### src/logic/audio_smi_pkg.sv
// Purpose: Shared constants for the audio SMI status and I/O fast path block
// Assumes: Register offsets are byte offsets within the audio function space
// Notes: Only bits used by this block are named
package audio_smi_pkg;
  localparam logic [7:0] OFS_CODEC_GPIO = 8'h00;
  localparam logic [7:0] OFS_CODEC_STATUS = 8'h08;
  localparam logic [7:0] OFS_STAT_CLEAR = 8'h10;
  localparam logic [7:0] OFS_STAT_MIRROR = 8'h12;
  localparam logic [7:0] OFS_TRAP_STATUS = 8'h14;
  localparam logic [7:0] OFS_TRAP_ENABLE = 8'h18;
  localparam logic [7:0] OFS_MASTER0 = 8'h20;
  localparam logic [7:0] MASTER_STRIDE = 8'h08;
  localparam int NUM_MASTERS = 6;
  localparam int BIT_GPIO_SMI_EN = 30;
  localparam int BIT_SERIAL_SMI_EN = 23;
  localparam int EN_RANGE_LO = 0;
  localparam int EN_SB_TRAP = 2;
  localparam int EN_FM_TRAP = 3;
  localparam int EN_FAST_READ = 4;
  localparam int EN_FAST_READ_LO = 9;
  localparam int EN_FAST_WRITE = 11;
  localparam int TS_XADDR_LO = 0;
  localparam int TS_SBFM_SLOW = 10;
  localparam int TS_SBFM_FAST = 13;
  localparam int TS_WRITE = 14;
  localparam int TS_INDEX_BIT = 15;
  localparam int TS_ODD_LO = 16;
  localparam int TS_EVEN_LO = 24;
  localparam int ST_TRAP = 0;
  localparam int ST_CODEC = 1;
  localparam int ST_MASTER_LO = 2;
  localparam logic [15:0] STATUS_RESET = 16'h0000;
  localparam logic [31:0] TRAP_STATUS_RESET = 32'h0000_0000;
  localparam logic [15:0] TRAP_ENABLE_RESET = 16'h0000;
  localparam logic [15:0] TRAP_ENABLE_MASK = 16'h0FFF;
  localparam logic [9:0] FM_BASE = 10'h388;
  localparam logic [9:0] SB_BASE_00 = 10'h220;
  localparam logic [9:0] SB_BASE_01 = 10'h240;
  localparam logic [9:0] SB_BASE_10 = 10'h260;
endpackage

### src/logic/audio_smi_status.sv
// Purpose: Audio SMI second-level status, I/O trap and fast path handling
// Assumes: Host I/O and register strobes are one-cycle pulses on clk_sys
// Notes: Fast read data is the stored two-bit fast read field over the low six bits of the last even byte
`timescale 1ns/1ns

module audio_smi_status
  import audio_smi_pkg::*;
(
  // Clock and reset
  input wire logic clk_sys,
  input wire logic rst_n,
  // Register access
  input wire logic regWrite,
  input wire logic regRead,
  input wire logic [7:0] regAddr,
  input wire logic [31:0] regWdata,
  output logic [31:0] regRdata,
  // Host I/O cycles
  input wire logic ioWrite,
  input wire logic ioRead,
  input wire logic [9:0] ioAddr,
  input wire logic [7:0] ioWdata,
  output logic ioClaim,
  output logic [7:0] ioRdata,
  // Audio bus master state
  input wire logic [5:0] masterEnable,
  input wire logic [5:0] masterEndOfPage,
  // Codec interrupt sources
  input wire logic codecSerialIrq,
  input wire logic codecGpioIrq,
  // SMI request to the power-management function
  output logic audioSmi
);
  typedef enum logic [1:0] {
    IDX_IDLE = 2'b01,
    IDX_HELD = 2'b10
  } index_state_t;

  index_state_t idxState;
  index_state_t next_idxState;
  logic [15:0] trapEnable;
  logic [7:0] evenByte;
  logic [7:0] oddByte;
  logic indexBit;
  logic accessWrite;
  logic [9:0] trapAddr;
  logic fastSmiFlag;
  logic slowSmiFlag;
  logic trapSmi;
  logic codecSmi;
  logic [5:0] masterSmi;
  logic serialSmiEn;
  logic gpioSmiEn;
  logic [7:0] fastReadData;

  wire logic hitSb;
  wire logic hitFm;
  wire logic fastReadHit;
  wire logic fastWriteHit;
  wire logic fastWriteOn;
  wire logic fastReadOn;
  wire logic trapHit;
  wire logic readAbsorb;
  wire logic firstWrite;
  wire logic trapEvent;
  wire logic fastTrap;
  wire logic [5:0] masterEvent;
  wire logic codecEvent;
  wire logic [31:0] trapStatus;
  wire logic [7:0] smiStatus;
  wire logic evenLoad;
  wire logic oddLoad;
  wire logic indexLoad;
  wire logic trapStatusRead;
  wire logic fastSet;
  wire logic slowSet;
  wire logic selStatClear;
  wire logic selStatMirror;
  wire logic [31:0] trapEnableView;
  wire logic [31:0] codecGpioView;
  wire logic [31:0] codecStatView;
  wire logic clearRead;
  wire logic [15:0] statusView;
  wire logic selTrapEn;
  wire logic selTrapSt;
  wire logic selCodecGpio;
  wire logic selCodecStat;
  wire logic [31:0] next_regRdata;

  function automatic logic reg_hit(input logic [7:0] a, input logic [7:0] ofs);
    reg_hit = (a[7:1] == ofs[7:1]);
  endfunction

  io_trap_decode u_decode (
    .ioAddr(ioAddr),
    .rangeSel(trapEnable[EN_RANGE_LO +: 2]),
    .sbEnable(trapEnable[EN_SB_TRAP]),
    .fmEnable(trapEnable[EN_FM_TRAP]),
    .hitSb(hitSb),
    .hitFm(hitFm),
    .fastReadHit(fastReadHit),
    .fastWriteHit(fastWriteHit)
  );

  assign fastWriteOn = trapEnable[EN_FAST_WRITE];
  assign fastReadOn = trapEnable[EN_FAST_READ];
  assign trapHit = hitSb || hitFm;

  // Reads in the fast read window are answered locally
  assign readAbsorb = ioRead && fastReadOn && fastReadHit;

  // Even address of a covered pair is the index access
  assign firstWrite = ioWrite && fastWriteOn && fastWriteHit && !ioAddr[0];
  assign fastTrap = ioWrite && fastWriteOn && fastWriteHit && ioAddr[0];

  // Any trapped access except an absorbed read or a first write raises SMI
  assign trapEvent = (ioWrite || ioRead) && trapHit && !readAbsorb && !firstWrite;

  genvar m;
  generate
    for (m = 0; m < NUM_MASTERS; m++)
    begin : g_master
      assign masterEvent[m] = masterEnable[m] && masterEndOfPage[m];
    end
  endgenerate

  assign codecEvent = (codecSerialIrq && serialSmiEn) || (codecGpioIrq && gpioSmiEn);
  assign smiStatus = {masterSmi, codecSmi, trapSmi};

  assign selTrapEn = reg_hit(regAddr, OFS_TRAP_ENABLE);
  assign selTrapSt = (regAddr[7:2] == OFS_TRAP_STATUS[7:2]);
  assign selCodecGpio = (regAddr[7:2] == OFS_CODEC_GPIO[7:2]);
  assign selCodecStat = (regAddr[7:2] == OFS_CODEC_STATUS[7:2]);
  assign selStatClear = reg_hit(regAddr, OFS_STAT_CLEAR);
  assign selStatMirror = reg_hit(regAddr, OFS_STAT_MIRROR);
  assign trapEnableView = {16'h0000, trapEnable};
  assign codecGpioView = {1'b0, gpioSmiEn, 30'h0000_0000};
  assign codecStatView = {8'h00, serialSmiEn, 23'h00_0000};
  assign clearRead = regRead && selStatClear;
  assign statusView = {8'h00, smiStatus};

  assign next_regRdata =
    selStatClear ? {16'h0000, statusView} :
    selStatMirror ? {16'h0000, statusView} :
    selTrapSt ? trapStatus :
    selTrapEn ? trapEnableView :
    selCodecGpio ? codecGpioView :
    selCodecStat ? codecStatView : 32'h0000_0000;

  assign audioSmi = |smiStatus;
  assign ioClaim = readAbsorb || firstWrite;

  always_comb
  begin
    next_idxState = idxState;
    unique case (idxState)
      IDX_IDLE:
      begin
        if (firstWrite)
          next_idxState = IDX_HELD;
      end
      IDX_HELD:
      begin
        if (fastTrap || !fastWriteOn)
          next_idxState = IDX_IDLE;
        else if (firstWrite)
          next_idxState = IDX_HELD;
      end
      default:
        next_idxState = IDX_IDLE;
    endcase
  end

  always_ff @(posedge clk_sys)
  begin
    if (!rst_n)
      idxState <= IDX_IDLE;
    else
      idxState <= next_idxState;
  end

  // Configuration registers; status views ignore writes
  always_ff @(posedge clk_sys)
  begin
    if (!rst_n)
      trapEnable <= TRAP_ENABLE_RESET;
    else if (regWrite && selTrapEn)
      trapEnable <= regWdata[15:0] & TRAP_ENABLE_MASK;
  end

  always_ff @(posedge clk_sys)
  begin
    if (!rst_n)
      serialSmiEn <= 1'b0;
    else if (regWrite && selCodecStat)
      serialSmiEn <= regWdata[BIT_SERIAL_SMI_EN];
  end

  always_ff @(posedge clk_sys)
  begin
    if (!rst_n)
      gpioSmiEn <= 1'b0;
    else if (regWrite && selCodecGpio)
      gpioSmiEn <= regWdata[BIT_GPIO_SMI_EN];
  end

  // Second-level status: new events win over a clearing read
  always_ff @(posedge clk_sys)
  begin
    if (!rst_n)
      trapSmi <= STATUS_RESET[ST_TRAP];
    else if (clearRead)
      trapSmi <= trapEvent;
    else
      trapSmi <= trapSmi | trapEvent;
  end

  always_ff @(posedge clk_sys)
  begin
    if (!rst_n)
      codecSmi <= STATUS_RESET[ST_CODEC];
    else if (clearRead)
      codecSmi <= codecEvent;
    else
      codecSmi <= codecSmi | codecEvent;
  end

  always_ff @(posedge clk_sys)
  begin
    if (!rst_n)
      masterSmi <= STATUS_RESET[ST_MASTER_LO +: NUM_MASTERS];
    else if (clearRead)
      masterSmi <= masterEvent;
    else
      masterSmi <= masterSmi | masterEvent;
  end

  always_ff @(posedge clk_sys)
  begin
    if (!rst_n)
      regRdata <= 32'h0000_0000;
    else if (regRead)
      regRdata <= next_regRdata;
  end

  // Third-level status capture
  assign trapStatusRead = regRead && selTrapSt;
  assign evenLoad = firstWrite;
  assign oddLoad = ioWrite && trapHit && !firstWrite;
  assign indexLoad = firstWrite || fastTrap;
  assign fastSet = trapEvent && fastWriteOn;
  assign slowSet = trapEvent && !fastWriteOn;
  assign trapStatus = {evenByte, oddByte, indexBit, accessWrite, fastSmiFlag, 2'b00,
    slowSmiFlag, trapAddr};

  always_ff @(posedge clk_sys)
  begin
    if (!rst_n)
      evenByte <= TRAP_STATUS_RESET[TS_EVEN_LO +: 8];
    else if (evenLoad)
      evenByte <= ioWdata;
  end

  always_ff @(posedge clk_sys)
  begin
    if (!rst_n)
      oddByte <= TRAP_STATUS_RESET[TS_ODD_LO +: 8];
    else if (oddLoad)
      oddByte <= ioWdata;
  end

  always_ff @(posedge clk_sys)
  begin
    if (!rst_n)
      indexBit <= TRAP_STATUS_RESET[TS_INDEX_BIT];
    else if (indexLoad)
      indexBit <= ioAddr[1];
  end

  always_ff @(posedge clk_sys)
  begin
    if (!rst_n)
    begin
      trapAddr <= TRAP_STATUS_RESET[TS_XADDR_LO +: 10];
      accessWrite <= TRAP_STATUS_RESET[TS_WRITE];
    end
    else if (trapEvent)
    begin
      trapAddr <= ioAddr;
      accessWrite <= ioWrite;
    end
  end

  // Read-to-clear flags; a trap in the clearing cycle still sets them
  always_ff @(posedge clk_sys)
  begin
    if (!rst_n)
      fastSmiFlag <= TRAP_STATUS_RESET[TS_SBFM_FAST];
    else if (fastSet)
      fastSmiFlag <= 1'b1;
    else if (trapStatusRead)
      fastSmiFlag <= 1'b0;
  end

  always_ff @(posedge clk_sys)
  begin
    if (!rst_n)
      slowSmiFlag <= TRAP_STATUS_RESET[TS_SBFM_SLOW];
    else if (slowSet)
      slowSmiFlag <= 1'b1;
    else if (trapStatusRead)
      slowSmiFlag <= 1'b0;
  end

  // Fast read reply comes from the programmed field and the low six bits of the last index byte
  always_ff @(posedge clk_sys)
  begin
    if (!rst_n)
      fastReadData <= 8'h00;
    else if (readAbsorb)
      fastReadData <= {trapEnable[EN_FAST_READ_LO +: 2], trapStatus[TS_EVEN_LO +: 6]};
  end

  assign ioRdata = fastReadData;
endmodule

### src/logic/io_trap_decode.sv
// Purpose: Combinational decode of one host I/O address against trap windows
// Assumes: Ten-bit I/O address, range select from the trap enable register
// Notes: Range select 11 selects no sound card window
`timescale 1ns/1ns
module io_trap_decode
  import audio_smi_pkg::*;
(
  // Address and configuration
  input wire logic [9:0] ioAddr,
  input wire logic [1:0] rangeSel,
  input wire logic sbEnable,
  input wire logic fmEnable,
  // Decode results
  output logic hitSb,
  output logic hitFm,
  output logic fastReadHit,
  output logic fastWriteHit
);
  wire logic [9:0] sbBase;
  wire logic sbValid;
  wire logic [3:0] sbOff;
  wire logic [1:0] fmOff;
  wire logic inSb;
  wire logic inFm;

  assign sbBase = (rangeSel == 2'b00) ? SB_BASE_00 :
                  (rangeSel == 2'b01) ? SB_BASE_01 : SB_BASE_10;
  assign sbValid = (rangeSel != 2'b11);
  assign inSb = sbValid && (ioAddr[9:4] == sbBase[9:4]);
  assign inFm = (ioAddr[9:2] == FM_BASE[9:2]);
  assign sbOff = ioAddr[3:0];
  assign fmOff = ioAddr[1:0];
  assign hitSb = inSb && sbEnable;
  assign hitFm = inFm && fmEnable;
  assign fastReadHit = hitFm ||
    (hitSb && ((sbOff[3:2] == 2'b00) || (sbOff == 4'h8) || (sbOff == 4'h9)));
  assign fastWriteHit = (hitFm && (fmOff != 2'b01)) ||
    (hitSb && ((sbOff == 4'h0) || (sbOff == 4'h2) || (sbOff == 4'h8)));
endmodule

### config.mk
export PLATFORM = sky130hd
export DESIGN_NAME = audio_smi_status
export DESIGN_NICKNAME = d
export VERILOG_FILES = /design/src/logic/audio_smi_pkg.sv /design/src/logic/audio_smi_status.sv /design/src/logic/io_trap_decode.sv
export SDC_FILE = /design/constraint.sdc
export NUM_CORES = 1
export LEC_CHECK = 0
export ABC_CLOCK_PERIOD_IN_PS = 6290
export BUFFER_PORTS_ARGS = -buffer_cell sky130_fd_sc_hd__clkbuf_2
export CAP_MARGIN = 15
export CORE_MARGIN = 10
export CORE_UTILIZATION = 45
export CTS_CLUSTER_DIAMETER = 50
export CTS_CLUSTER_SIZE = 10
export DETAILED_ROUTE_END_ITERATION = 10
export MAX_ROUTING_LAYER = met4
export PLACE_DENSITY_LB_ADDON = 0.05
export SETUP_SLACK_MARGIN = 0.05
export SLEW_MARGIN = 40
export SYNTH_ARGS = -nofsm -noshare
export SYNTH_HDL_FRONTEND = slang
export SYNTH_HIERARCHICAL = 1
export SYNTH_SLANG_ARGS = --single-unit
### constraint.sdc
create_clock -name clk_sys -period 6.29 [get_ports clk_sys]
set_clock_uncertainty 0.1 [all_clocks]
set_input_delay 0.629 -clock clk_sys [delete_from_list [all_inputs] [get_ports clk_sys]]
set_output_delay 0.629 -clock clk_sys [all_outputs]
set_load 0.02 [all_outputs]
After elaboration in Yosys (flattened, before gate mapping)
Cells that the tools add are included.
- input bits: 78
- output and inout port bits: 42
- register bits after elaboration: 92
- word-level logic and storage cells: 99
- reduce and logical (&&, ||, !) cells: 54
- equality and inequality tests: 13
- bitwise operators: 3
- mux-type cells: 14
- operator list (cell ; number):
    32-bit two-way mux ; 3
    31-bit two-way mux ; 2
    1-bit logical AND ; 32
    24-bit two-way mux ; 1
    7-bit by 4-bit equality test with 1-bit output (second input constant) ; 3
    6-bit two-way mux ; 2
    1-bit logical OR ; 11
    10-bit two-way mux ; 1
    4-bit equality test (second input constant) ; 2
    8-bit equality test (second input constant) ; 1
    8-bit OR reduction ; 1
    6-bit by 2-bit equality test with 1-bit output (second input constant) ; 1
    6-bit by 3-bit equality test with 1-bit output (second input constant) ; 1
    6-bit equality test ; 1
    6-bit zero test ; 1
    6-bit bitwise OR ; 1
    1-bit two-way mux ; 5
    4-bit by 2-bit equality test with 1-bit output (second input constant) ; 1
    1-bit zero test ; 4
    2-bit zero test ; 2
    4-bit zero test ; 1
    2-bit nonzero test ; 2
    2-bit by 1-bit equality test with 1-bit output (second input constant) ; 1
    2-bit by 1-bit inequality test with 1-bit output (second input constant) ; 1
    other kinds (2) ; 3

Logic depth before layout (Yosys ltp)
Gate-level depths: netlist of the first run.
- depth in word-level cells: 14
- depth in mapped cells: 10

By module
Netlist of the first run, hierarchy kept.
- modules (own cells, without submodules) (module ; area an instance (µm²) ; instances ; cells each):
    audio_smi_status ; 3509.6 ; 1 ; 409
    io_trap_decode ; 158.9 ; 1 ; 15

Least setup slack after synthesis of the first run
OpenSTA, ideal clock, no wires.
- kind: input-to-output
- start point: input port ioAddr[4]
- end point: output port ioClaim
- arrival: 1.905 ns
- slack: 3.656 ns
- required time: 5.561 ns
- stages: 6
- cell sequence: nand4b_4 -> nor4_4 -> o21bai_2 -> a21boi_2 -> nand4b_1 -> nand2_1
- elaborated cells on any way between the ends: 14
- RTL lines (what ; RTL line ; text):
    start: declaration ; audio_smi_status.sv:21 ; input wire logic [9:0] ioAddr,
    8-bit equality test ; io_trap_decode.sv:30 ; assign inFm = (ioAddr[9:2] == FM_BASE[9:2]);
    1-bit logical AND ; io_trap_decode.sv:34 ; assign hitFm = inFm && fmEnable;
    via hitFm ; audio_smi_status.sv:57 ; wire logic hitFm;
    1-bit logical OR ; io_trap_decode.sv:35 ; assign fastReadHit = hitFm ||
    via fastReadHit ; audio_smi_status.sv:58 ; wire logic fastReadHit;
    1-bit logical AND ; audio_smi_status.sv:110 ; assign readAbsorb = ioRead && fastReadOn && fastReadHit;
    1-bit logical OR ; audio_smi_status.sv:151 ; assign ioClaim = readAbsorb || firstWrite;
    end: declaration ; audio_smi_status.sv:23 ; output logic ioClaim,
The timed path passes the listed nets, and every way through them passes these cells.

Final worst setup path of the first run
- start point: input port ioAddr[4]
- end point: output port ioClaim
- elaborated cells on any way between the ends: 14
- RTL lines (what ; RTL line ; text):
    6-bit equality test ; io_trap_decode.sv:29 ; assign inSb = sbValid && (ioAddr[9:4] == sbBase[9:4]);
    1-bit logical AND ; io_trap_decode.sv:29 ;
    1-bit logical AND ; io_trap_decode.sv:33 ; assign hitSb = inSb && sbEnable;
    1-bit logical AND ; io_trap_decode.sv:36 ; (hitSb && ((sbOff[3:2] == 2'b00) || (sbOff == 4'h8) || (sbOff == 4'h9)));
    1-bit logical OR * ; io_trap_decode.sv:35 ;
    via fastReadHit ; audio_smi_status.sv:58 ;
    1-bit logical AND * ; audio_smi_status.sv:110 ;
    1-bit logical OR * ; audio_smi_status.sv:151 ;
The timed path passes the listed nets; every way through them passes the cells marked *.

==> reports/metrics.yaml, run 1 <==
slew_headroom_pct: 49.5
ys_warn_count: 6
cts.clk_slew.worst_paths_ps: 90
drt_pass1_iterations: 4
start_util_pct: 46.7
grt_max_degree: 55
ys_ff_latch: 91
fp-row-count: 32
dp.cells: 601
worst_ep_required_time_ps: 5560
p_leak_nw: 1.69
crit_fanout: 10
worst-setup-path-type: "in2out"
finalSetupViolCount: 0
cts_setup_buffers: 0
vias: 3337
drc: 0
antenna_found_initial: 0
synthTopCellsByArea: "dfxtp_1 (50%), nand2_1 (8.5%), a21oi_1 (6.5%)"
dp_hpwl_mm: 7.22
drv_cap: 0
cts_tree: "yes"
hold_class: "reg2reg"
portBuffers: 99
finalCritPeriodShare_pct: 50.1
fmax_mhz: 317
stdcell_count: 617
gp_congestion: 0.764
dieArea_sq_um: 12200
cp-end-kind: "primary output"
via_per_inst: 5.41
p_per_area_nw_per_um2: 237
antenna_left: 0
yosysTopAreaCellShare_pct: 49.7
syn_to_final_growth_pct: 20.2
first_iter_violations: 168
track_usage_pct: 17.1
cts_made_buffers: 9
arrival_ps: 2430
antenna_cells: 0
wl_per_cell_um: 16.3
htreeDepth: 3
synth_area_per_cell_sq_um: 8.65
cts_sinks: 91
cts_hold_buffers: 0
die_h_um: 110
grt_pass1_wl_mm: 16.0
cts_root_buffer: "clkbuf_8"
cts_resized: 0
status: "finished clean"
ir_drop_mv: 0.122
finalCriticalPeriod_ps: 3150
io_pins: 120
setup_tns_ps: 0
fp.dieW_um: 110
synth.distinct_cells: 41
synth_area_leader_cell: "dfxtp_1"
ctsLongestPathBuffers: 2
first_global_vias: 3184
slew_viol_final: 0
synthCells: 424
routed_wirelength_mm: 10.0
fin_nets: 588
clk_latency_ps: 360
worstMarginPinSlew_ps: 757
finalHoldViolCount: 0
synth_area_sq_um: 3670
drive_gt1_share_pct: 25.4
grt-ovfl-total: 0
start_kind: "input port"
ys_seq_area_share_pct: 49.7
core_sq_um: 7850
rsz0062_at_grt: "false"
synth_nets: 502
layer usage:
layer | track usage, % | vias up | part of all wire (%)
met4 | 6.42 | 0 | 1.5
met5 | - | - | 0
met2 | 24.4 | 103 | 43
met1 | 23.1 | 1547 | 48
met3 | 3.60 | 9 | 7.5
li1 | - | 1678 | -
through the flow:
stage / hold slack (ps) / power, W / utilization (%) / cell area (sq um) / worst slack (ps)
floorplan: 329 / 0.000628 / - / 3670 / 3660
global placement: 337 / 0.000661 / 53.4 / 4190 / 2980
detailed placement: 341 / 0.000662 / 53.7 / 4210 / 3170
global route: 375 / 0.00108 / 56.2 / 4410 / 2940
finish: 353 / 0.00104 / 56.2 / 4410 / 3140
CTS: 354 / 0.00105 / 56.1 / 4400 / 3160
area by class of cell:
| cell class | count | area (sq um) |
|---|---|---|
| Clock buffer | 11 | 131 |
| Clock inverter | 5 | 62.6 |
| Fill cell | 785 | 3440 |
| Inverter | 1 | 6.26 |
| Multi-Input combinational cell | 304 | 1730 |
| Sequential cell | 91 | 1820 |
| Tap cell | 102 | 128 |
| Timing Repair Buffer | 103 | 529 |
placed cells by master (no fill, tap or decap), types with 3 or more instances in the layout:
| cell type | n |
|---|---|
| o21ai_0 | 19 |
| dfxtp_1 | 91 |
| o21ai_1 | 13 |
| nand3_1 | 43 |
| a32o_1 | 8 |
| nor2_1 | 10 |
| mux2i_1 | 3 |
| clkbuf_8 | 9 |
| and3_1 | 3 |
| nor4_1 | 3 |
| buf_4 | 3 |
| nand2b_1 | 18 |
| nand2_1 | 83 |
| nor4b_2 | 3 |
| nor4_4 | 3 |
| clkbuf_2 | 98 |
| a21oi_1 | 48 |
| nand3b_1 | 3 |
| a22oi_1 | 20 |
worst max-delay path: stages:
cell and delay (ps):
clkbuf_2 110, nor4b_2 330, nand3_1 130, o21bai_2 160
a21boi_2 210, nand4b_1 450, nand2_1 210, clkbuf_2 200
logic make-up after synthesis:
| group | synth area share, % |
|---|---|
| AO/OA/AOI/OAI | 19.3 |
| buffers and inverters | 3.55 |
| multiplexers | 0.819 |
| other | 0.102 |
| AND/OR/NAND/NOR | 26.5 |
| flip-flops | 49.7 |
Yosys cell counts:
master / count
nor4_4: 2
nor3_4: 1
buf_6: 1
nor4_2: 1
a32oi_1: 1
nor3b_1: 1
buf_1: 2
and4bb_1: 1
a21oi_1: 48
conb_1: 1
o21ai_1: 13
nand4b_1: 1
nor3_1: 1
a22o_1: 1
and4b_1: 2
nor4b_2: 3
clkbuf_1: 18
a32o_1: 8
nor2b_1: 2
dfxtp_1: 91
nand2_1: 83
a31oi_1: 3
nand3_1: 43
nand4b_4: 1
or4_1: 1
o32ai_1: 1
nor2_1: 10
and2_1: 2
buf_4: 2
inv_2: 1
and3_1: 3
mux2i_1: 3
a21boi_2: 1
a22oi_1: 20
o21ai_0: 19
o21bai_2: 2
nand3b_1: 3
buf_2: 5
nand2b_1: 18
nor4_1: 3
nor3_2: 1
worst paths after layout:
path,endpoint,depth (start not counted),slack (ps),startpoint
worst max-delay path,ioClaim,8,3140,ioAddr[4]
worst min register to register,trapAddr[7]$_SDFFE_PN0P_,2,350,trapAddr[7]$_SDFFE_PN0P_
worst max register to register,oddByte[7]$_SDFFE_PN0P_,8,3560,trapEnable[3]$_SDFFE_PN0P_
worst min-delay path,trapAddr[7]$_SDFFE_PN0P_,2,350,trapAddr[7]$_SDFFE_PN0P_
flip-flops by register name, summed over array words and instances (netlist names):
register     cells
accessWrite      1
codecSmi         1
evenByte         8
fastSmiFlag      1
gpioSmiEn        1
indexBit         1
ioRdata          8
masterSmi        6
oddByte          8
regRdata        31
serialSmiEn      1
slowSmiFlag      1
trapAddr        10
trapEnable      12
trapSmi          1
power breakdown:
group / total [W] / internal, W / switching (W)
clock: 0.000396 / 0.000186 / 0.000209
combinational: 0.0000656 / 0.0000249 / 0.0000406
sequential: 0.000583 / 0.000580 / 0.00000352
(Power assumes the default switching activity.)
==> run 2: changes to the inputs <==
--- a/config.mk
+++ b/config.mk
@@ -5,7 +5,8 @@
 export SDC_FILE = /design/constraint.sdc
 export NUM_CORES = 1
 export LEC_CHECK = 0
-export ABC_CLOCK_PERIOD_IN_PS = 6290
+export ABC_AREA = 1
+export ABC_CLOCK_PERIOD_IN_PS = 3200
 export BUFFER_PORTS_ARGS = -buffer_cell sky130_fd_sc_hd__clkbuf_2
 export CAP_MARGIN = 15
 export CORE_MARGIN = 10
==> constraint.sdc (replaced) <==
create_clock -name clk_sys -period 3.2 [get_ports clk_sys]
set_clock_uncertainty 0.1 [all_clocks]
set_input_delay 0.32 -clock clk_sys [delete_from_list [all_inputs] [get_ports clk_sys]]
set_output_delay 0.32 -clock clk_sys [all_outputs]
set_load 0.02 [all_outputs]
==> run 2 against run 1 <==
  * Final area grew 2.9%
  * Synthesized cell count grew 26%
  * Register-to-register slack lost 2600 ps
  * Worst hold slack lost 270 ps
  * Utilization shrank 0.69 points
  * Clock-buffer cell count shrank 2
  * First-iteration DRC count grew 45%
==> reports/metrics.yaml, run 2 <==
cts.clk_slew.worst_paths_ps: 80  # about the same
synth_area_per_cell_sq_um: 7.08  # -18%
io_pins: 120  # unchanged
async_flop_share_pct: 0  # unchanged
drt_pass1_iterations: 4  # unchanged
min_from: "masterEndOfPage[4]"
ys.flop_type: "dfxtp_1"
antenna_cells: 0  # unchanged
start_util_pct: 46.2  # -0.51 points
arrival_ps: 2170  # -260 ps
fin_nets: 701  # +19%
clk_latency_ps: 360  # about the same
yosys-mux-area-fraction_pct: 0  # -0.82 points
reg_top3: "regRdata: 31 flops, trapEnable: 12 flops, trapAddr: 10 flops"
fp-row-count: 33  # +3.1%
cpLargestDelayFamily: "simple AND/OR/NAND/NOR gates"
reg2reg_to: "fastSmiFlag$_SDFFE_PN0P_"
hold_class: "in2reg"
mostFrequentLayoutCells: "nand2_1 (115), clkbuf_2 (99), dfxtp_1 (91)"
worst_ep_required_time_ps: 2780  # -2780 ps
finalSetupViolCount: 0  # unchanged
synth_edf_count: 0  # unchanged
cp-end-kind: "primary output"
slew_viol_final: 0  # unchanged
crit_fanout: 12  # +2
worst-r2r-setup-slack_ps: 920  # -2640 ps
cts_tree: "yes"
dp_hpwl_mm: 7.88  # +9.2%
cts_root_buffer: "clkbuf_8"
crit_slowest_cell: "dfxtp_1"
worstPathCellList: "inv_1 -> nor2_1 -> nand2_1 -> nand2_1 -> nand3_1 -> nand2_2 -> and3_1 -> inv_1 -> nand2_2 -> clkbuf_2"
ctsLongestPathBuffers: 2  # unchanged
synth_area_sq_um: 3780  # +3.0%
reg2reg_depth: 11  # +3
grt_pass1_wl_mm: 17.3  # +8.1%
antenna_left: 0  # unchanged
cts_hold_buffers: 0  # unchanged
p_per_area_nw_per_um2: 467  # +97%
slew_headroom_pct: 56.6  # +7.0 points
portBuffers: 99  # unchanged
antenna_found_initial: 0  # unchanged
finalCritPeriodShare_pct: 80.9
start_kind: "register"
vias: 3700  # +11%
path_buf_inv: 3  # +1
wl_per_cell_um: 14.2  # -13%
rsz0062_at_grt: "false"
largest_reg_flops: 31  # unchanged
top_register: "regRdata"
routed_wirelength_mm: 10.4  # +3.6%
synth.distinct_cells: 26  # -37%
cts_resized: 0  # unchanged
track_usage_pct: 16.9  # -0.21 points
cpPeakStageDelay_ps: 420  # -30 ps
status: "finished clean"
dieArea_sq_um: 12500  # +2.5%
ir_drop_mv: 0.230  # +88%
ys_warn_count: 6  # unchanged
yosysTopAreaCellShare_pct: 48.2  # -1.5 points
grt_max_degree: 41  # -25%
gp_congestion: 0.868  # +14%
fill_cells: 851  # +8.4%
final_common_cell: "nand2_1"
total_power_w: 0.00212  # +100%
finalHoldViolCount: 0  # unchanged
worstHoldEndpoint: "masterSmi[4]$_SDFF_PN0_"
p_leak_nw: 1.95  # +15%
drc: 0  # unchanged
die_h_um: 112  # +1.2%
drive_gt1_share_pct: 21.9  # -3.6 points
ys_ff_latch: 91  # unchanged
cts_setup_buffers: 0  # unchanged
syn_to_final_growth_pct: 20.1
cts_sinks: 91  # unchanged
synth_nets: 612  # +22%
synth-xor-area-share_pct: 0  # unchanged
core_sq_um: 8180  # +4.2%
yosys.area_share.simple_pct: 30.6  # +4.1 points
r2r_start: "trapEnable[1]$_SDFFE_PN0P_"
synth_top_family_by_area: "simple AND/OR/NAND/NOR gates"
worstMarginPinSlew_ps: 652  # -105 ps
worst-setup-path-type: "reg2out"
htreeDepth: 3  # unchanged
synthCells: 534  # +26%
setup_tns_ps: 0  # unchanged
finalCriticalPeriod_ps: 2590
first_global_vias: 3571  # +12%
fmax_mhz: 386
drv_cap: 0  # unchanged
synth.most_common_cell: "nand2_1"
fp.dieW_um: 112  # +1.2%
cts_made_buffers: 9  # unchanged
synth_commonest_cells: "nand2_1 (115), dfxtp_1 (91), nor2_1 (88)"
first_iter_violations: 243  # +45%
synth_area_leader_cell: "dfxtp_1"
via_per_inst: 5.05  # -6.5%
ys_seq_area_share_pct: 48.2  # -1.5 points
synth_compound_area_share_pct: 14.9  # -4.5 points
hold_depth: 3  # +1
synthTopCellsByArea: "dfxtp_1 (48%), nand2_1 (11%), nor2_1 (8.7%)"
synth_fa_ha_area_share_pct: 0  # unchanged
grt-ovfl-total: 0  # unchanged
==> run 2: power breakdown <==
group / switching (W) / total [W] / internal [W] / leakage (nW)
Sequential: 0.00000415 / 0.00114 / 0.00114 / 0.734
Clock: 0.000405 / 0.000844 / 0.000438 / 0.106
Combinational: 0.0000865 / 0.000135 / 0.0000483 / 1.11
Total: 0.000496 / 0.00212 / 0.00162 / 1.95
==> run 2: cell families (layout without fill, tap and decap cells) <==
logic type,Yosys count,count (layout)
simple gates,274,274
compound gates,112,112
flops,91,91
buf+inv,56,149
other cells,1,1
==> run 2: worst max-delay path by stage <==
stage                                           from                        to  depth (start not counted)
after global routing      trapEnable[0]$_SDFFE_PN0P_                   ioClaim                         10
after global placement                     ioAddr[5]  slowSmiFlag$_SDFFE_PN0P_                         13
after detailed placement                   ioAddr[5]  fastSmiFlag$_SDFFE_PN0P_                         13
after CTS                 trapEnable[0]$_SDFFE_PN0P_                   ioClaim                         10
final                     trapEnable[0]$_SDFFE_PN0P_                   ioClaim                         10
after floorplan           trapEnable[0]$_SDFFE_PN0P_  trapAddr[0]$_SDFFE_PN0P_                         17
==> run 2: worst reg2reg max path, cell delays in order (launching register included) <==
cell     delay [ps]
dfxtp_1         440
nand2_1          90
nand2_1          80
nor2_2           40
nand3_1         100
nand2_2          70
and3_1          300
inv_1           270
nand2_2          90
nor2_2          400
nand2_1         110
a21oi_1         130
==> run 2: cell type report <==
type,instances,area [sq um],share of cell area (%)
sequential,91,1820,40.1
multi-input combinational,387,1720,37.9
timing repair buffer,105,541,11.9
tap,105,131,2.89
clock buffer,9,124,2.73
inverter,29,109,2.40
clock inverter,6,90.1,1.99
==> run 2: metal layers <==
metal	vias up	routed length (um)	GRT usage, %
met5	-	0	-
met4	0	135	5.57
met3	12	509	3.27
met2	93	4360	23.3
met1	1681	5400	23.9
li1	1914	-	-
==> run 2: through the flow <==
| step | setup slack [ps] | area, sq um | hold WS (ps) | util, % | std cells |
|---|---|---|---|---|---|
| 2_1_floorplan | 1280 | 3780 | 324 | - | 534 |
| 3_5_place_dp | 886 | 4320 | 349 | 52.9 | 717 |
| 3_3_place_gp | 950 | 4320 | 337 | 52.9 | 717 |
| 4_1_cts | 621 | 4540 | 78.8 | 55.5 | 732 |
| 6_report | 612 | 4540 | 86.5 | 55.5 | 732 |
| 5_1_grt | 391 | 4540 | 94.1 | 55.5 | 732 |
==> run 3: changes to the inputs <==
--- a/config.mk
+++ b/config.mk
@@ -6,7 +6,7 @@
 export NUM_CORES = 1
 export LEC_CHECK = 0
 export ABC_AREA = 1
-export ABC_CLOCK_PERIOD_IN_PS = 3200
+export ABC_CLOCK_PERIOD_IN_PS = 2100
 export BUFFER_PORTS_ARGS = -buffer_cell sky130_fd_sc_hd__clkbuf_2
 export CAP_MARGIN = 15
 export CORE_MARGIN = 10
==> constraint.sdc (replaced) <==
create_clock -name clk_sys -period 2.1 [get_ports clk_sys]
set_clock_uncertainty 0.1 [all_clocks]
set_input_delay 0.21 -clock clk_sys [delete_from_list [all_inputs] [get_ports clk_sys]]
set_output_delay 0.21 -clock clk_sys [all_outputs]
set_load 0.02 [all_outputs]
==> run 3 against run 2 <==
  * Setup slack worse by 560 ps
  * Die area did not move
  * Total power grew 49%
  * Final cell count is 5.2% higher
  * Via count grew 3.9%
  * Final area increased by 8.5%
  * Largest cell class unchanged
  * Highest routed layer unchanged
  * Combinational power is 84% higher
  * Critical endpoint unchanged
==> reports/metrics.yaml, run 3 (synthesized netlist as in run 2, its figures left out) <==
cts_tree: "yes"
mostFrequentLayoutCells: "nand2_1 (113), clkbuf_2 (98), nor2_1 (88), dfxtp_1 (88), a21oi_1 (59)"
dieArea_sq_um: 12500  # unchanged
hold_class: "in2reg"
start_util_pct: 46.2  # unchanged
rsz0062_at_grt: "true"
clk_latency_ps: 350  # about the same
vias: 3845  # +3.9%
pre_cts_ws_ps: 27.8  # -858 ps
core_sq_um: 8180  # unchanged
crit_fanout: 5  # -7
die_h_um: 112  # unchanged
io_pins: 120  # unchanged
drc: 0  # unchanged
finalHoldViolCount: 0  # unchanged
grt_max_degree: 42  # +2.4%
first_global_vias: 3712  # +3.9%
portBuffers: 99  # unchanged
antenna_cells: 0  # unchanged
drive_gt1_share_pct: 23.8  # +1.9 points
wl_per_cell_um: 14.3  # +0.92%
dp.cells: 727  # +1.4%
cts.clk_slew.worst_paths_ps: 100  # +20 ps
fmax_mhz: 489
seq_area_sq_um: 1830  # +0.34%
p_per_area_nw_per_um2: 641  # +37%
antenna_left: 0  # unchanged
slew_viol_final: 0  # unchanged
track_usage_pct: 17.4  # +0.53 points
via_per_inst: 4.99  # -1.2%
final_common_cell: "nand2_1"
start_kind: "register"
finalCritPeriodShare_pct: 97.5
fp.dieW_um: 112  # unchanged
fin_nets: 738  # +5.3%
total_power_w: 0.00316  # +49%
syn_to_final_growth_pct: 30.3
fp-row-count: 33  # unchanged
top_register: "regRdata"
multi_input_area_sq_um: 1760  # +2.3%
cts_sinks: 91  # unchanged
cts_root_buffer: "clkbuf_8"
ir_drop_mv: 0.431  # +88%
reg_top3: "regRdata: 31 flops, trapEnable: 12 flops, trapAddr: 10 flops"
grt_pass1_wl_mm: 17.9  # +3.2%
fill_cells: 806  # -5.3%
arrival_ps: 1740  # -430 ps
cts_made_buffers: 9  # unchanged
drt_pass1_iterations: 4  # unchanged
status: "finished clean"
worst_ep_required_time_ps: 1790  # -990 ps
cp-end-kind: "primary output"
antenna_found_initial: 0  # unchanged
ctsLongestPathBuffers: 2  # unchanged
finalCriticalPeriod_ps: 2050
grt-ovfl-total: 0  # unchanged
finalWorstSetupSlack_ps: 53.1  # -559 ps
largest_reg_flops: 31  # unchanged
gp_congestion: 0.899  # +3.5%
first_iter_violations: 183  # -25%
worst-setup-path-type: "reg2out"
dp_hpwl_mm: 8.03  # +1.8%
routed_wirelength_mm: 11.0  # +6.2%
htreeDepth: 3  # unchanged
finalSetupViolCount: 0  # unchanged
drv_cap: 0  # unchanged
p_leak_nw: 2.11  # +8.3%
stdcell_count: 770  # +5.2%
run 3: through the flow:
step           util [%]  cell area, sq um  setup TNS (ps)  hold WS, ps
2_1_floorplan         -              3780               0          245
3_3_place_gp       54.0              4410               0          345
3_5_place_dp       54.0              4410               0          348
4_1_cts            59.6              4880               0         2.39
5_1_grt            60.3              4930           -67.5         6.99
6_report           60.3              4930               0         13.1
run 3: layer usage:
layer / wire length (um) / global-route usage [%]
met2: 4720 / 24.3
met1: 5530 / 24.2
met3: 580 / 3.54
met4: 218 / 6.08
met5: 0 / -
run 3: power by group:
group / internal [W] / switching [W]
logic: 0.000104 / 0.000143
clock network: 0.000551 / 0.000621
registers: 0.00173 / 0.00000649
run 3: final timing paths:
kind	start	to	slack, ps	cells past startpoint
min	ioWdata[3]	evenByte[3]$_SDFFE_PN0P_	10	3
max	trapEnable[1]$_SDFFE_PN0P_	ioClaim	50	12
min reg2reg	trapEnable[7]$_SDFFE_PN0P_	trapEnable[7]$_SDFFE_PN0P_	370	2
max reg2reg	trapEnable[1]$_SDFFE_PN0P_	trapAddr[1]$_SDFFE_PN0P_	170	15
run 3: area by class of cell:
cell class	count	area share, %
Multi-Input combinational cell	387	35.8
Timing Repair Buffer	142	18.3
Tap cell	105	2.67
Inverter	29	2.31
Clock buffer	10	2.59
Sequential cell	91	37.1
Clock inverter	6	1.30
run 3: timing repair:
action | 4_1_cts | 5_1_grt
endpoints found under the hold margin | 17 | 0
resized for setup | 9 | 10
buffers inserted | 3 | 2
hold buffers | 22 | 0
pin swaps | 3 | 3
setup endpoints to repair | 3 | 22
run 3: worst max-delay path, cell delays in order, from the launching register on:
cell and delay (ps):
dfxtp_4 370, nand2_1 70, nand2_1 80, nor2_2 120
nand3_2 90, nand2_2 70, nand2_2 50, inv_2 60
nand3_4 80, nor2_4 140, inv_4 50, nand2_4 90
buf_8 120
